===== src/core/tsrf_pkg.sv =====
// package: register map, field positions and carrier types of the status block
`default_nettype none
package tsrf_pkg;
  // ****************************************************************
  // register indices (byte address is four times the index)
  // ****************************************************************
  localparam int TSRF_ADDR_W = 10;
  localparam logic [7:0] TSRF_IDX_STATUS_CTRL = 8'h6E;
  localparam logic [7:0] TSRF_IDX_ALARM_PRI = 8'h70;
  localparam logic [7:0] TSRF_IDX_ALARM_RXP = 8'h71;
  localparam logic [7:0] TSRF_IDX_WARN_PRI = 8'h74;
  localparam logic [7:0] TSRF_IDX_WARN_RXP = 8'h75;
  localparam logic [7:0] TSRF_IDX_EXT_CTRL = 8'h76;
  localparam logic [7:0] TSRF_IDX_IRQ_STATUS = 8'h80;
  localparam logic [7:0] TSRF_IDX_IRQ_MASK = 8'h81;

  // ****************************************************************
  // field positions
  // ****************************************************************
  localparam int TSRF_SC_TXDIS_PIN = 7;
  localparam int TSRF_SC_SOFT_TXDIS = 6;
  localparam int TSRF_SC_TX_RATE_PIN = 5;
  localparam int TSRF_SC_RX_RATE_PIN = 4;
  localparam int TSRF_SC_SOFT_RX_RATE = 3;
  localparam int TSRF_SC_TX_FAULT = 2;
  localparam int TSRF_SC_RX_LOS = 1;
  localparam int TSRF_SC_READY_N = 0;
  localparam int TSRF_EXT_SOFT_TX_RATE = 3;
  localparam int TSRF_FL_TEMP_HI = 7;
  localparam int TSRF_FL_TEMP_LO = 6;
  localparam int TSRF_FL_VCC_HI = 5;
  localparam int TSRF_FL_VCC_LO = 4;
  localparam int TSRF_FL_BIAS_HI = 3;
  localparam int TSRF_FL_BIAS_LO = 2;
  localparam int TSRF_FL_TXP_HI = 1;
  localparam int TSRF_FL_TXP_LO = 0;
  localparam int TSRF_FL_RXP_HI = 7;
  localparam int TSRF_FL_RXP_LO = 6;
  localparam int TSRF_IRQ_ALARM = 0;
  localparam int TSRF_IRQ_WARN = 1;
  localparam int TSRF_IRQ_TX_FAULT = 2;
  localparam int TSRF_IRQ_RX_LOS = 3;
  localparam int TSRF_IRQ_READY = 4;
  localparam int TSRF_IRQ_W = 5;

  // ****************************************************************
  // reset values and timing
  // ****************************************************************
  localparam logic [7:0] TSRF_FLAGS_RST = 8'h00;
  localparam logic [TSRF_IRQ_W-1:0] TSRF_IRQ_RST = 5'h00;
  localparam logic TSRF_SOFT_BIT_RST = 1'b0;
  localparam logic TSRF_READY_N_RST = 1'b1;
  localparam int TSRF_CLK_HZ = 125_000_000;
  localparam int TSRF_SOFT_RESP_MS = 100;
  // longest allowed response, rounded down; the logic reacts within two cycles
  localparam longint TSRF_SOFT_RESP_CYC =
    longint'(TSRF_CLK_HZ) * TSRF_SOFT_RESP_MS / 1000;

  // ****************************************************************
  // carrier types
  // ****************************************************************
  typedef struct packed {
    logic [15:0] temp;
    logic [15:0] vcc;
    logic [15:0] bias;
    logic [15:0] tx_pwr;
    logic [15:0] rx_pwr;
  } tsrf_meas_t;

  typedef struct packed {
    tsrf_meas_t alarm_hi;
    tsrf_meas_t alarm_lo;
    tsrf_meas_t warn_hi;
    tsrf_meas_t warn_lo;
  } tsrf_limits_t;

  typedef struct packed {
    logic tx_fault;
    logic rx_los;
    logic tx_disable;
    logic rx_rate_select_pin;
    logic tx_rate_select_pin;
  } tsrf_pins_t;

  typedef enum logic [1:0] {
    TSRF_BUS_IDLE = 2'b01,
    TSRF_BUS_ACK = 2'b10
  } tsrf_bus_state_t;
endpackage : tsrf_pkg

`default_nettype wire


===== src/core/tsrf_top.sv =====
// module: transceiver status, soft control, flags and rate select bank
//
// Chosen here: the Avalon-MM slave port.
`timescale 1ns/1ps
`default_nettype none

module tsrf_top
  import tsrf_pkg::*;
(
  input wire logic clk_sys, // system clock, 125 MHz
  input wire logic sys_rst, // async reset, active high
  input wire logic [TSRF_ADDR_W-1:0] avs_address, // byte address
  input wire logic avs_read, // read request
  input wire logic avs_write, // write request
  input wire logic [3:0] avs_byteenable, // byte lanes
  input wire logic [31:0] avs_writedata, // write data
  output logic [31:0] avs_readdata, // read data
  output logic avs_waitrequest, // high until request is taken
  output logic irq, // level interrupt
  input wire tsrf_pins_t pins, // module pin levels
  input wire logic mon_update, // one-cycle pulse: new monitor sample
  input wire tsrf_meas_t meas, // monitored values
  input wire tsrf_limits_t limits, // alarm and warning limits
  output logic tx_disable_out, // transmitter disable, active high
  output logic rx_rate_full, // 1 = full rate receive
  output logic tx_rate_full // 1 = full rate transmit
);

  // ****************************************************************
  // bus slave handshake
  // ****************************************************************
  tsrf_bus_state_t bus_state_reg;
  tsrf_bus_state_t bus_state_next;
  logic [7:0] idx;
  logic bus_take;
  logic wr_take;
  logic [31:0] rd_next;

  assign idx = avs_address[TSRF_ADDR_W-1:2];
  // request accepted at the edge where waitrequest is low
  assign bus_take = (bus_state_reg == TSRF_BUS_ACK) &&
    (avs_read || avs_write);
  assign wr_take = bus_take && avs_write && avs_byteenable[0] &&
    (avs_address[1:0] == 2'b00);

  // every grant is followed by an idle state, so a request still held
  // at the granting edge is never taken a second time
  always_comb begin
    case (bus_state_reg)
      TSRF_BUS_IDLE: begin
        if (avs_read || avs_write) begin
          bus_state_next = TSRF_BUS_ACK;
        end else begin
          bus_state_next = TSRF_BUS_IDLE;
        end
      end
      TSRF_BUS_ACK: bus_state_next = TSRF_BUS_IDLE;
      default: bus_state_next = TSRF_BUS_IDLE;
    endcase
  end

  always_ff @(posedge clk_sys or posedge sys_rst) begin
    if (sys_rst) begin
      bus_state_reg <= TSRF_BUS_IDLE;
      avs_waitrequest <= 1'b1;
    end else begin
      bus_state_reg <= bus_state_next;
      avs_waitrequest <= (bus_state_next != TSRF_BUS_ACK);
    end
  end

  // ****************************************************************
  // pin sampling
  // ****************************************************************
  // one stage: status mirrors lag the pins by a cycle, outputs by two
  tsrf_pins_t pins_reg;

  always_ff @(posedge clk_sys or posedge sys_rst) begin
    if (sys_rst) begin
      pins_reg <= '0;
    end else begin
      pins_reg <= pins;
    end
  end

  // ****************************************************************
  // soft control bits
  // ****************************************************************
  // lane 0 off or a misaligned address leaves these bits unchanged
  logic soft_txdis_reg;
  logic soft_rx_rate_reg;
  logic soft_tx_rate_reg;

  always_ff @(posedge clk_sys or posedge sys_rst) begin
    if (sys_rst) begin
      soft_txdis_reg <= TSRF_SOFT_BIT_RST;
      soft_rx_rate_reg <= TSRF_SOFT_BIT_RST;
      soft_tx_rate_reg <= TSRF_SOFT_BIT_RST;
    end else if (wr_take) begin
      if (idx == TSRF_IDX_STATUS_CTRL) begin
        soft_txdis_reg <= avs_writedata[TSRF_SC_SOFT_TXDIS];
        soft_rx_rate_reg <= avs_writedata[TSRF_SC_SOFT_RX_RATE];
      end
      if (idx == TSRF_IDX_EXT_CTRL) begin
        soft_tx_rate_reg <= avs_writedata[TSRF_EXT_SOFT_TX_RATE];
      end
    end
  end

  // ****************************************************************
  // effective control outputs
  // ****************************************************************
  // one cycle after the write is taken, two after a pin change, far inside the response limit
  always_ff @(posedge clk_sys or posedge sys_rst) begin
    if (sys_rst) begin
      // transmitter held off while reset is applied
      tx_disable_out <= 1'b1;
      rx_rate_full <= 1'b0;
      tx_rate_full <= 1'b0;
    end else begin
      tx_disable_out <= pins_reg.tx_disable | soft_txdis_reg;
      rx_rate_full <= pins_reg.rx_rate_select_pin |
        soft_rx_rate_reg;
      tx_rate_full <= pins_reg.tx_rate_select_pin |
        soft_tx_rate_reg;
    end
  end

  // ****************************************************************
  // monitor flags
  // ****************************************************************
  logic ready_n_reg;
  logic [7:0] alarm_pri_reg;
  logic [7:0] alarm_rxp_reg;
  logic [7:0] warn_pri_reg;
  logic [7:0] warn_rxp_reg;
  logic [7:0] alarm_pri_next;
  logic [7:0] alarm_rxp_next;
  logic [7:0] warn_pri_next;
  logic [7:0] warn_rxp_next;

  // {high, low}; temperature is signed, the other quantities unsigned
  function automatic logic [1:0] tsrf_cmp(
    input logic [15:0] v,
    input logic [15:0] hi,
    input logic [15:0] lo,
    input logic sgn
  );
    logic gt;
    logic lt;
    if (sgn) begin
      gt = $signed(v) > $signed(hi);
      lt = $signed(v) < $signed(lo);
    end else begin
      gt = v > hi;
      lt = v < lo;
    end
    return {gt, lt};
  endfunction : tsrf_cmp

  // ****************************************************************
  // threshold comparisons, each a {high, low} pair
  // ****************************************************************
  logic [1:0] temp_alarm;
  logic [1:0] vcc_alarm;
  logic [1:0] bias_alarm;
  logic [1:0] txp_alarm;
  logic [1:0] rxp_alarm;
  logic [1:0] temp_warn;
  logic [1:0] vcc_warn;
  logic [1:0] bias_warn;
  logic [1:0] txp_warn;
  logic [1:0] rxp_warn;

  // a signed compare would read the upper half of the unsigned
  // quantities as negative, so only temperature takes the signed path
  assign temp_alarm = tsrf_cmp(meas.temp, limits.alarm_hi.temp,
    limits.alarm_lo.temp, 1'b1);
  assign vcc_alarm = tsrf_cmp(meas.vcc, limits.alarm_hi.vcc,
    limits.alarm_lo.vcc, 1'b0);
  assign bias_alarm = tsrf_cmp(meas.bias, limits.alarm_hi.bias,
    limits.alarm_lo.bias, 1'b0);
  assign txp_alarm = tsrf_cmp(meas.tx_pwr, limits.alarm_hi.tx_pwr,
    limits.alarm_lo.tx_pwr, 1'b0);
  assign rxp_alarm = tsrf_cmp(meas.rx_pwr, limits.alarm_hi.rx_pwr,
    limits.alarm_lo.rx_pwr, 1'b0);
  assign temp_warn = tsrf_cmp(meas.temp, limits.warn_hi.temp,
    limits.warn_lo.temp, 1'b1);
  assign vcc_warn = tsrf_cmp(meas.vcc, limits.warn_hi.vcc,
    limits.warn_lo.vcc, 1'b0);
  assign bias_warn = tsrf_cmp(meas.bias, limits.warn_hi.bias,
    limits.warn_lo.bias, 1'b0);
  assign txp_warn = tsrf_cmp(meas.tx_pwr, limits.warn_hi.tx_pwr,
    limits.warn_lo.tx_pwr, 1'b0);
  assign rxp_warn = tsrf_cmp(meas.rx_pwr, limits.warn_hi.rx_pwr,
    limits.warn_lo.rx_pwr, 1'b0);

  // reserved bits are never assigned and read as zero
  always_comb begin
    alarm_pri_next = 8'h00;
    alarm_pri_next[TSRF_FL_TEMP_HI] = temp_alarm[1];
    alarm_pri_next[TSRF_FL_TEMP_LO] = temp_alarm[0];
    alarm_pri_next[TSRF_FL_VCC_HI] = vcc_alarm[1];
    alarm_pri_next[TSRF_FL_VCC_LO] = vcc_alarm[0];
    alarm_pri_next[TSRF_FL_BIAS_HI] = bias_alarm[1];
    alarm_pri_next[TSRF_FL_BIAS_LO] = bias_alarm[0];
    alarm_pri_next[TSRF_FL_TXP_HI] = txp_alarm[1];
    alarm_pri_next[TSRF_FL_TXP_LO] = txp_alarm[0];
    alarm_rxp_next = 8'h00;
    alarm_rxp_next[TSRF_FL_RXP_HI] = rxp_alarm[1];
    alarm_rxp_next[TSRF_FL_RXP_LO] = rxp_alarm[0];
    warn_pri_next = 8'h00;
    warn_pri_next[TSRF_FL_TEMP_HI] = temp_warn[1];
    warn_pri_next[TSRF_FL_TEMP_LO] = temp_warn[0];
    warn_pri_next[TSRF_FL_VCC_HI] = vcc_warn[1];
    warn_pri_next[TSRF_FL_VCC_LO] = vcc_warn[0];
    warn_pri_next[TSRF_FL_BIAS_HI] = bias_warn[1];
    warn_pri_next[TSRF_FL_BIAS_LO] = bias_warn[0];
    warn_pri_next[TSRF_FL_TXP_HI] = txp_warn[1];
    warn_pri_next[TSRF_FL_TXP_LO] = txp_warn[0];
    warn_rxp_next = 8'h00;
    warn_rxp_next[TSRF_FL_RXP_HI] = rxp_warn[1];
    warn_rxp_next[TSRF_FL_RXP_LO] = rxp_warn[0];
  end

  // flags follow the latest sample, they are not sticky
  always_ff @(posedge clk_sys or posedge sys_rst) begin
    if (sys_rst) begin
      alarm_pri_reg <= TSRF_FLAGS_RST;
      alarm_rxp_reg <= TSRF_FLAGS_RST;
      warn_pri_reg <= TSRF_FLAGS_RST;
      warn_rxp_reg <= TSRF_FLAGS_RST;
    end else if (mon_update) begin
      alarm_pri_reg <= alarm_pri_next;
      alarm_rxp_reg <= alarm_rxp_next;
      warn_pri_reg <= warn_pri_next;
      warn_rxp_reg <= warn_rxp_next;
    end
  end

  // values are not trusted until the first complete sample
  always_ff @(posedge clk_sys or posedge sys_rst) begin
    if (sys_rst) begin
      ready_n_reg <= TSRF_READY_N_RST;
    end else if (mon_update) begin
      ready_n_reg <= 1'b0;
    end
  end

  // ****************************************************************
  // interrupts
  // ****************************************************************
  logic [TSRF_IRQ_W-1:0] irq_stat_reg;
  logic [TSRF_IRQ_W-1:0] irq_mask_reg;
  logic [TSRF_IRQ_W-1:0] irq_event;
  logic [TSRF_IRQ_W-1:0] irq_clr;
  logic tx_fault_d_reg;
  logic rx_los_d_reg;

  always_ff @(posedge clk_sys or posedge sys_rst) begin
    if (sys_rst) begin
      tx_fault_d_reg <= 1'b0;
      rx_los_d_reg <= 1'b0;
    end else begin
      tx_fault_d_reg <= pins_reg.tx_fault;
      rx_los_d_reg <= pins_reg.rx_los;
    end
  end

  always_comb begin
    irq_event = '0;
    irq_event[TSRF_IRQ_ALARM] = mon_update &&
      (|{alarm_pri_next & ~alarm_pri_reg, alarm_rxp_next & ~alarm_rxp_reg});
    irq_event[TSRF_IRQ_WARN] = mon_update &&
      (|{warn_pri_next & ~warn_pri_reg, warn_rxp_next & ~warn_rxp_reg});
    irq_event[TSRF_IRQ_TX_FAULT] = pins_reg.tx_fault && !tx_fault_d_reg;
    irq_event[TSRF_IRQ_RX_LOS] = pins_reg.rx_los && !rx_los_d_reg;
    irq_event[TSRF_IRQ_READY] = mon_update && ready_n_reg;
    irq_clr = '0;
    if (wr_take && idx == TSRF_IDX_IRQ_STATUS) begin
      irq_clr = avs_writedata[TSRF_IRQ_W-1:0];
    end
  end

  // a new event in the clearing cycle survives the clear
  always_ff @(posedge clk_sys or posedge sys_rst) begin
    if (sys_rst) begin
      irq_stat_reg <= TSRF_IRQ_RST;
    end else begin
      irq_stat_reg <= (irq_stat_reg & ~irq_clr) | irq_event;
    end
  end

  always_ff @(posedge clk_sys or posedge sys_rst) begin
    if (sys_rst) begin
      irq_mask_reg <= TSRF_IRQ_RST;
    end else if (wr_take && idx == TSRF_IDX_IRQ_MASK) begin
      irq_mask_reg <= avs_writedata[TSRF_IRQ_W-1:0];
    end
  end

  always_ff @(posedge clk_sys or posedge sys_rst) begin
    if (sys_rst) begin
      irq <= 1'b0;
    end else begin
      irq <= |(irq_stat_reg & irq_mask_reg);
    end
  end

  // ****************************************************************
  // read mux
  // ****************************************************************
  logic [7:0] status_byte;

  always_comb begin
    status_byte = 8'h00;
    status_byte[TSRF_SC_TXDIS_PIN] = pins_reg.tx_disable;
    status_byte[TSRF_SC_SOFT_TXDIS] = soft_txdis_reg;
    status_byte[TSRF_SC_TX_RATE_PIN] = pins_reg.tx_rate_select_pin;
    status_byte[TSRF_SC_RX_RATE_PIN] = pins_reg.rx_rate_select_pin;
    status_byte[TSRF_SC_SOFT_RX_RATE] = soft_rx_rate_reg;
    status_byte[TSRF_SC_TX_FAULT] = pins_reg.tx_fault;
    status_byte[TSRF_SC_RX_LOS] = pins_reg.rx_los;
    status_byte[TSRF_SC_READY_N] = ready_n_reg;
  end

  // unmapped or misaligned addresses read as zero
  always_comb begin
    rd_next = 32'h0000_0000;
    if (avs_address[1:0] == 2'b00) begin
      case (idx)
        TSRF_IDX_STATUS_CTRL: rd_next[7:0] = status_byte;
        TSRF_IDX_ALARM_PRI: rd_next[7:0] = alarm_pri_reg;
        TSRF_IDX_ALARM_RXP: rd_next[7:0] = alarm_rxp_reg;
        TSRF_IDX_WARN_PRI: rd_next[7:0] = warn_pri_reg;
        TSRF_IDX_WARN_RXP: rd_next[7:0] = warn_rxp_reg;
        TSRF_IDX_EXT_CTRL: begin
          rd_next[TSRF_EXT_SOFT_TX_RATE] = soft_tx_rate_reg;
        end
        TSRF_IDX_IRQ_STATUS: rd_next[TSRF_IRQ_W-1:0] = irq_stat_reg;
        TSRF_IDX_IRQ_MASK: rd_next[TSRF_IRQ_W-1:0] = irq_mask_reg;
        default: rd_next = 32'h0000_0000;
      endcase
    end
  end

  // data captured as the slave grants, so it stands at the taking edge
  always_ff @(posedge clk_sys or posedge sys_rst) begin
    if (sys_rst) begin
      avs_readdata <= 32'h0000_0000;
    end else if (bus_state_reg == TSRF_BUS_IDLE && avs_read) begin
      avs_readdata <= rd_next;
    end
  end

endmodule : tsrf_top

`default_nettype wire


===== config.mk =====
export PLATFORM = sky130hd
export DESIGN_NAME = tsrf_top
export DESIGN_NICKNAME = d
export VERILOG_FILES = /design/src/core/tsrf_pkg.sv /design/src/core/tsrf_top.sv
export SDC_FILE = /design/constraint.sdc
export NUM_CORES = 1
export LEC_CHECK = 0
export ABC_CLOCK_PERIOD_IN_PS = 3350
export BUFFER_PORTS_ARGS = -buffer_cell sky130_fd_sc_hd__buf_4
export CELL_PAD_IN_SITES_DETAIL_PLACEMENT = 0
export CELL_PAD_IN_SITES_GLOBAL_PLACEMENT = 1
export CORE_AREA = 2 2 189 191
export DETAILED_ROUTE_END_ITERATION = 10
export DIE_AREA = 0 0 191 193
export GPL_ROUTABILITY_DRIVEN = 0
export PLACE_DENSITY_LB_ADDON = 0.1
export RECOVER_POWER = 50
export SLEW_MARGIN = 10
export SYNTH_ARGS = -nofsm -noshare
export SYNTH_HDL_FRONTEND = slang
export SYNTH_SLANG_ARGS = --single-unit

===== constraint.sdc =====
create_clock -name clk_sys -period 3.35 [get_ports clk_sys]
set_clock_uncertainty 0.15 [all_clocks]
set_input_delay 0.5025 -clock clk_sys [delete_from_list [all_inputs] [get_ports clk_sys]]
set_output_delay 0.5025 -clock clk_sys [all_outputs]
set_load 0.005 [all_outputs]

== After elaboration in Yosys (flattened, before gate mapping) ==
Cells that the tools add are included.
Storage, ports and cells
  bits in registers: 80
  bits in latches: 0
  bits in writable memories: 0
  ROM bits: 0
  bits of input ports: 456
  output and inout port bits: 37
  word-level logic and storage cells: 99
  memories: 0
Operators by class
  add/subtract/negate cells: 0
  multiply operators: 0
  divide/modulo/power cells: 0
  $lt $le $gt $ge: 20
  equal/unequal tests: 11
  shifts and indexed selects: 0
  multiplexer cells: 8
  bitwise operators: 15
  reductions and logical operators: 21
Operator list (number)
  16-bit greater-than comparator: 10
  16-bit less-than comparator: 10
  8-bit by 7-bit == test with 1-bit output (second input constant): 6
  8-bit bitwise AND: 4
  8-bit NOT: 4
  16-bit OR reduction: 2
  3-bit case mux with 5 select lines: 2
  8-bit == test (second input constant): 2
  1-bit logical AND: 12
  5-bit bitwise AND: 2
  8-bit 2-to-1 mux: 1
  1-bit case mux with 6 select lines: 1
  5-bit 2-to-1 mux: 1
  5-bit NOT: 1
  5-bit bitwise OR: 1
  1-bit case mux with 5 select lines: 1
  5-bit OR reduction: 1
  2-bit 2-to-1 mux: 2
  2-bit AND reduction: 2
  1-bit bitwise OR: 3
  2-bit by 1-bit == test with 1-bit output (second input constant): 1
  2-bit == test (second input constant): 1
  1-bit zero test: 2
  2-bit zero test: 1
  other kinds (2): 2

== Depth between registers and ports, before layout ==
  depth in word-level cells: 10
  mapped depth: 9
  depth with buffers taken out: 9

== Least setup slack after synthesis ==
OpenSTA, ideal clock, no wires.
  kind: in2reg
  start: input port limits[94] in the netlist's numbering
  end: register irq_stat_reg[1]
  setup time: 124 ps
  arrival: 2466 ps
  required time: 3076 ps
  path slack: 610 ps
  stages on the path: 9
  buffers on the path: 0
  cells stage by stage: inv_1 ha_1 nand4_2 or4_4 nor3_2 nor2_1 o2bb2ai_1 o41a_1 a211o_1
On the way
  cells in the longest elaborated chain, start to end: 5
RTL lines
  start, declared: RTL line tsrf_top.sv:23  | input wire tsrf_limits_t limits,
  16-bit greater-than comparator: RTL line tsrf_top.sv:155  | gt = v > hi;
  8-bit bitwise AND: RTL line tsrf_top.sv:275  | (|{warn_pri_next & ~warn_pri_reg, warn_rxp_next & ~warn_rxp_reg});
  16-bit OR reduction: RTL line tsrf_top.sv:275
  1-bit logical AND: RTL line tsrf_top.sv:274  | irq_event[TSRF_IRQ_WARN] = mon_update &&
  5-bit bitwise OR: RTL line tsrf_top.sv:290  | irq_stat_reg <= (irq_stat_reg & ~irq_clr) | irq_event;
  end signal, assigned: RTL line tsrf_top.sv:290
  end, declared: RTL line tsrf_top.sv:253  | logic [TSRF_IRQ_W-1:0] irq_stat_reg;
No other way between the ends.
A chain may end at the register's enable or synchronous reset.

== Final worst setup path ==
  start: input port meas[79] in the netlist's numbering
  end: register irq_stat_reg[1]
On the way
  cells in the longest elaborated chain, start to end: 5
  elaborated cells on any way between the ends: 6
  classes of those cells: order compare: 2; bitwise: 2; reduce/logical: 2
RTL lines
  start, declared: RTL line tsrf_top.sv:22  | input wire tsrf_meas_t meas,
  16-bit less-than comparator / 16-bit greater-than comparator (equally long branches): RTL line tsrf_top.sv:153, tsrf_top.sv:152
  8-bit bitwise AND (*): RTL line tsrf_top.sv:275
  16-bit OR reduction (*): RTL line tsrf_top.sv:275
  1-bit logical AND (*): RTL line tsrf_top.sv:274
  5-bit bitwise OR (*): RTL line tsrf_top.sv:290
Mark *: on every way between the ends. The rest lies on a longest branch, timed or not.

==> summary.txt <==
dpl ws -> 0.168 ns
drt wl/cell -> 16.0 µm
layout cells sized above 1 -> 26.7%
die height -> 193 µm
worst endpoint required time -> 3.37 ns
GR Util All Layers -> 18.9%
grt ovf -> 0
TNS Setup -> 0 ns
Syn-to-layout area delta -> 38.2%
synthesis-stage register bit count -> 55
Placed Instance Area -> 14200 µm²
number of buffers added on ports -> 439
PD cells -> 196 nW/µm²
leak pwr -> 0.00830 µW
critical path type -> in2reg
Post-Synthesis Cells -> 1351
worst path arrival time -> 2.90 ns
Setup violations, final -> 0
# H-tree levels -> 2
Residual DRC -> 0
Hold Path Class -> in2reg
Top Ports -> 493
Core Rows -> 69
crit share post-route -> 85.8%
Final Max Slew Viols -> 28
worst reg2reg startpoint -> bus_state_reg[0]
Final Hold Slack -> 0.183 ns
Nets -> 2563
sequential element share of the synthesized area -> 13.3%
crit-path cells -> buf_4 -> ha_1 -> nand4_1 -> or4_1 -> a21oi_1 -> a2111oi_0 -> xnor2_1 -> o32ai_1 -> a211o_1
Least-Margin Pin Slew -> 1.53 ns
Synthesis Warnings -> 0
vias in the first global route -> 10600
reg-to-reg critical path endpoint -> irq_stat_reg[0]
Vias -> 10600
Worst path slowest cell -> or4_1
fraction of synthesis flops using an asynchronous set or reset pin -> 100%
Clock Root Buffer -> clkbuf_16
post-layout util -> 41.0%
die area -> 36900 µm²
Routed WL -> 36.1 mm
CTS tree -> done
Core Region -> 35000 µm²
CTS buffer count -> 5
HPWL after DPL -> 32.9 mm
maximum VDD drop -> 178 µV
CTS resizes -> 0
clock sinks -> 55
FMAX -> 348 MHz
initial core utilization -> 29.7%
min Tclk post-route -> 2.87 ns
vias per cell -> 4.67
Startpoint Class -> input pin
final hold viol count -> 0
setup repair after global routing missed its margin -> no
largest net degree at the start of global routing -> 30
CP max stage delay -> 0.63 ns
Pre-antenna DRT Iters -> 6
Antenna Violating Nets Remaining -> 0
Reg2Reg Depth -> 8
Post-synth EDFFs -> 0
hold path cells -> 1
clock tree buffer depth -> 2
hold_buf cts -> 0
outcome -> finished, violations left
worst setup margin -> 0.477 ns
postcts setup bufs -> 0
Yosys cell types -> 75
starting DRC count in detailed routing -> 316
die width -> 191 µm
CP endpoint kind -> register
relative slew slack -> -1.88%
Clk pin slew, worst setup/hold paths -> 0.07 ns
CP max FO -> 4
Mean Syn Cell Area -> 7.68 µm²
first-pass GRT wire length -> 54.5 mm
Final Cell Area -> 14300 µm²
max-cap violation count -> 1
ys flop type -> dfrtp_1
Clock Latency Late Sink -> 0.29 ns
Post-Syn Area -> 10400 µm²
violations in the final reports -> capacitance limit, slew limit
worst-case hold path end point -> pins_reg[0]
initial antenna violation count -> 2
r2r setup slk -> 1.30 ns
worst min-delay path startpoint -> pins[0]
metrics by stage:
stage,total power (µW),instances
2_1_floorplan,1570,1374
3_3_place_gp,2270,2251
3_5_place_dp,2300,2251
4_1_cts,2850,2259
5_1_grt,3090,2260
6_report,2820,2261
cell usage after synthesis, types with 3 or more instances:
cell type / n / share of area (%)
a2111oi_0: 6 / 0.51
a211oi_1: 10 / 0.72
a21o_1: 20 / 1.4
a21oi_1: 119 / 5.7
a221o_1: 3 / 0.29
a221oi_1: 7 / 0.59
a222oi_1: 4 / 0.39
a22o_1: 8 / 0.68
a22oi_1: 6 / 0.43
a311oi_1: 4 / 0.34
a32oi_1: 3 / 0.25
and4_1: 4 / 0.34
buf_4: 24 / 1.7
clkbuf_1: 5 / 0.18
dfrtp_1: 52 / 13
dfstp_2: 3 / 0.76
ha_1: 310 / 37
inv_1: 329 / 12
mux2_2: 11 / 1.2
nand2_1: 103 / 3.7
nand2b_1: 4 / 0.24
nand3_1: 30 / 1.4
nand3b_1: 3 / 0.22
nand4_1: 42 / 2.5
nor2_1: 44 / 1.6
nor2b_1: 14 / 0.84
nor3_1: 23 / 1.1
nor4_1: 8 / 0.48
o2111ai_1: 3 / 0.25
o211ai_1: 12 / 0.87
o21a_1: 13 / 0.94
o21ai_0: 52 / 2.5
o221a_2: 3 / 0.33
o31a_1: 3 / 0.25
o31ai_1: 8 / 0.58
or2_2: 3 / 0.18
or4_1: 4 / 0.29
cells by family (layout without fill, tap and decap cells):
logic type      Yosys count  after routing  synth area share (%)
buf+inv                 361            785                  13.9
fa+ha+maj               310            310                  37.4
compound gates          308            308                  19.1
simple gates            301            301                  14.6
flops                    55             55                  13.3
mux                      13             13                  1.39
xor+xnor                  2              2                 0.169
other cells               1             26                0.0361
power by group:
| part | internal (µW) | switching [µW] |
|---|---|---|
| clock network | 319 | 233 |
| logic | 766 | 734 |
| registers | 722 | 42.0 |
| total | 1810 | 1010 |
layout by cell type, fill, tap and decap left out, types with 4 or more instances in the layout:
master,synthesis,routed
o21ai_0,52,52
conb_1,1,24
ha_1,310,310
or4_1,4,4
nor2_1,44,44
a311oi_1,4,4
nand2_1,103,103
clkbuf_16,0,5
and4_1,4,4
nand4_1,42,42
a221oi_1,7,7
clkbuf_4,0,6
a211oi_1,10,10
a21o_1,20,20
a2111oi_0,6,6
nor3_1,23,23
a22oi_1,6,6
nor2b_1,14,14
nand3_1,30,30
a22o_1,8,8
o21a_1,13,13
buf_4,24,440
a222oi_1,4,4
a21oi_1,119,119
nand2b_1,4,4
o31ai_1,8,8
mux2_2,11,11
nor4_1,8,8
inv_1,329,329
o211ai_1,12,12
dfrtp_1,52,52
critical path, delay by kind of cell:
family / cells / cell delay [ns]
AO/OA/AOI/OAI: 4 / 0.84
XOR/XNOR: 1 / 0.32
adder cells (fa/ha/maj): 1 / 0.33
buffers and inverters: 1 / 0.13
AND/OR/NAND/NOR: 2 / 0.77
layer usage:
layer  share of wire, %  wire length, µm  up-vias  global-route usage (%)
met1                 45            16200     4678                    24.0
met3                7.1             2550       13                    3.98
met2                 48            17200      298                    33.6
met5              0.044               16        -                       0
li1                   -                -     5559                       -
met4               0.53              191        2                    2.36
layout make-up:
| cell class | count | area, µm² |
|---|---|---|
| antenna | 2 | 5.00 |
| clock buffer | 8 | 156 |
| fill | 3718 | 20600 |
| inverter | 330 | 1240 |
| multi-input combinational | 958 | 7640 |
| sequential | 55 | 1380 |
| tap | 461 | 577 |
| timing repair buffer | 447 | 3350 |
worst max-delay path by stage:
stage / slack, ns / end / cells past startpoint / startpoint
3_3_place_gp: 0.18 / irq_stat_reg[1] / 9 / meas[39]
3_5_place_dp: 0.17 / irq_stat_reg[1] / 9 / meas[39]
4_1_cts: 0.47 / irq_stat_reg[1] / 9 / meas[39]
2_1_floorplan: 0.61 / irq_stat_reg[1] / 9 / limits[94]
5_1_grt: 0.27 / soft_tx_rate_reg / 3 / sys_rst
6_report: 0.48 / irq_stat_reg[1] / 9 / meas[79]
Note: power is estimated with default switching activity, not from simulation.
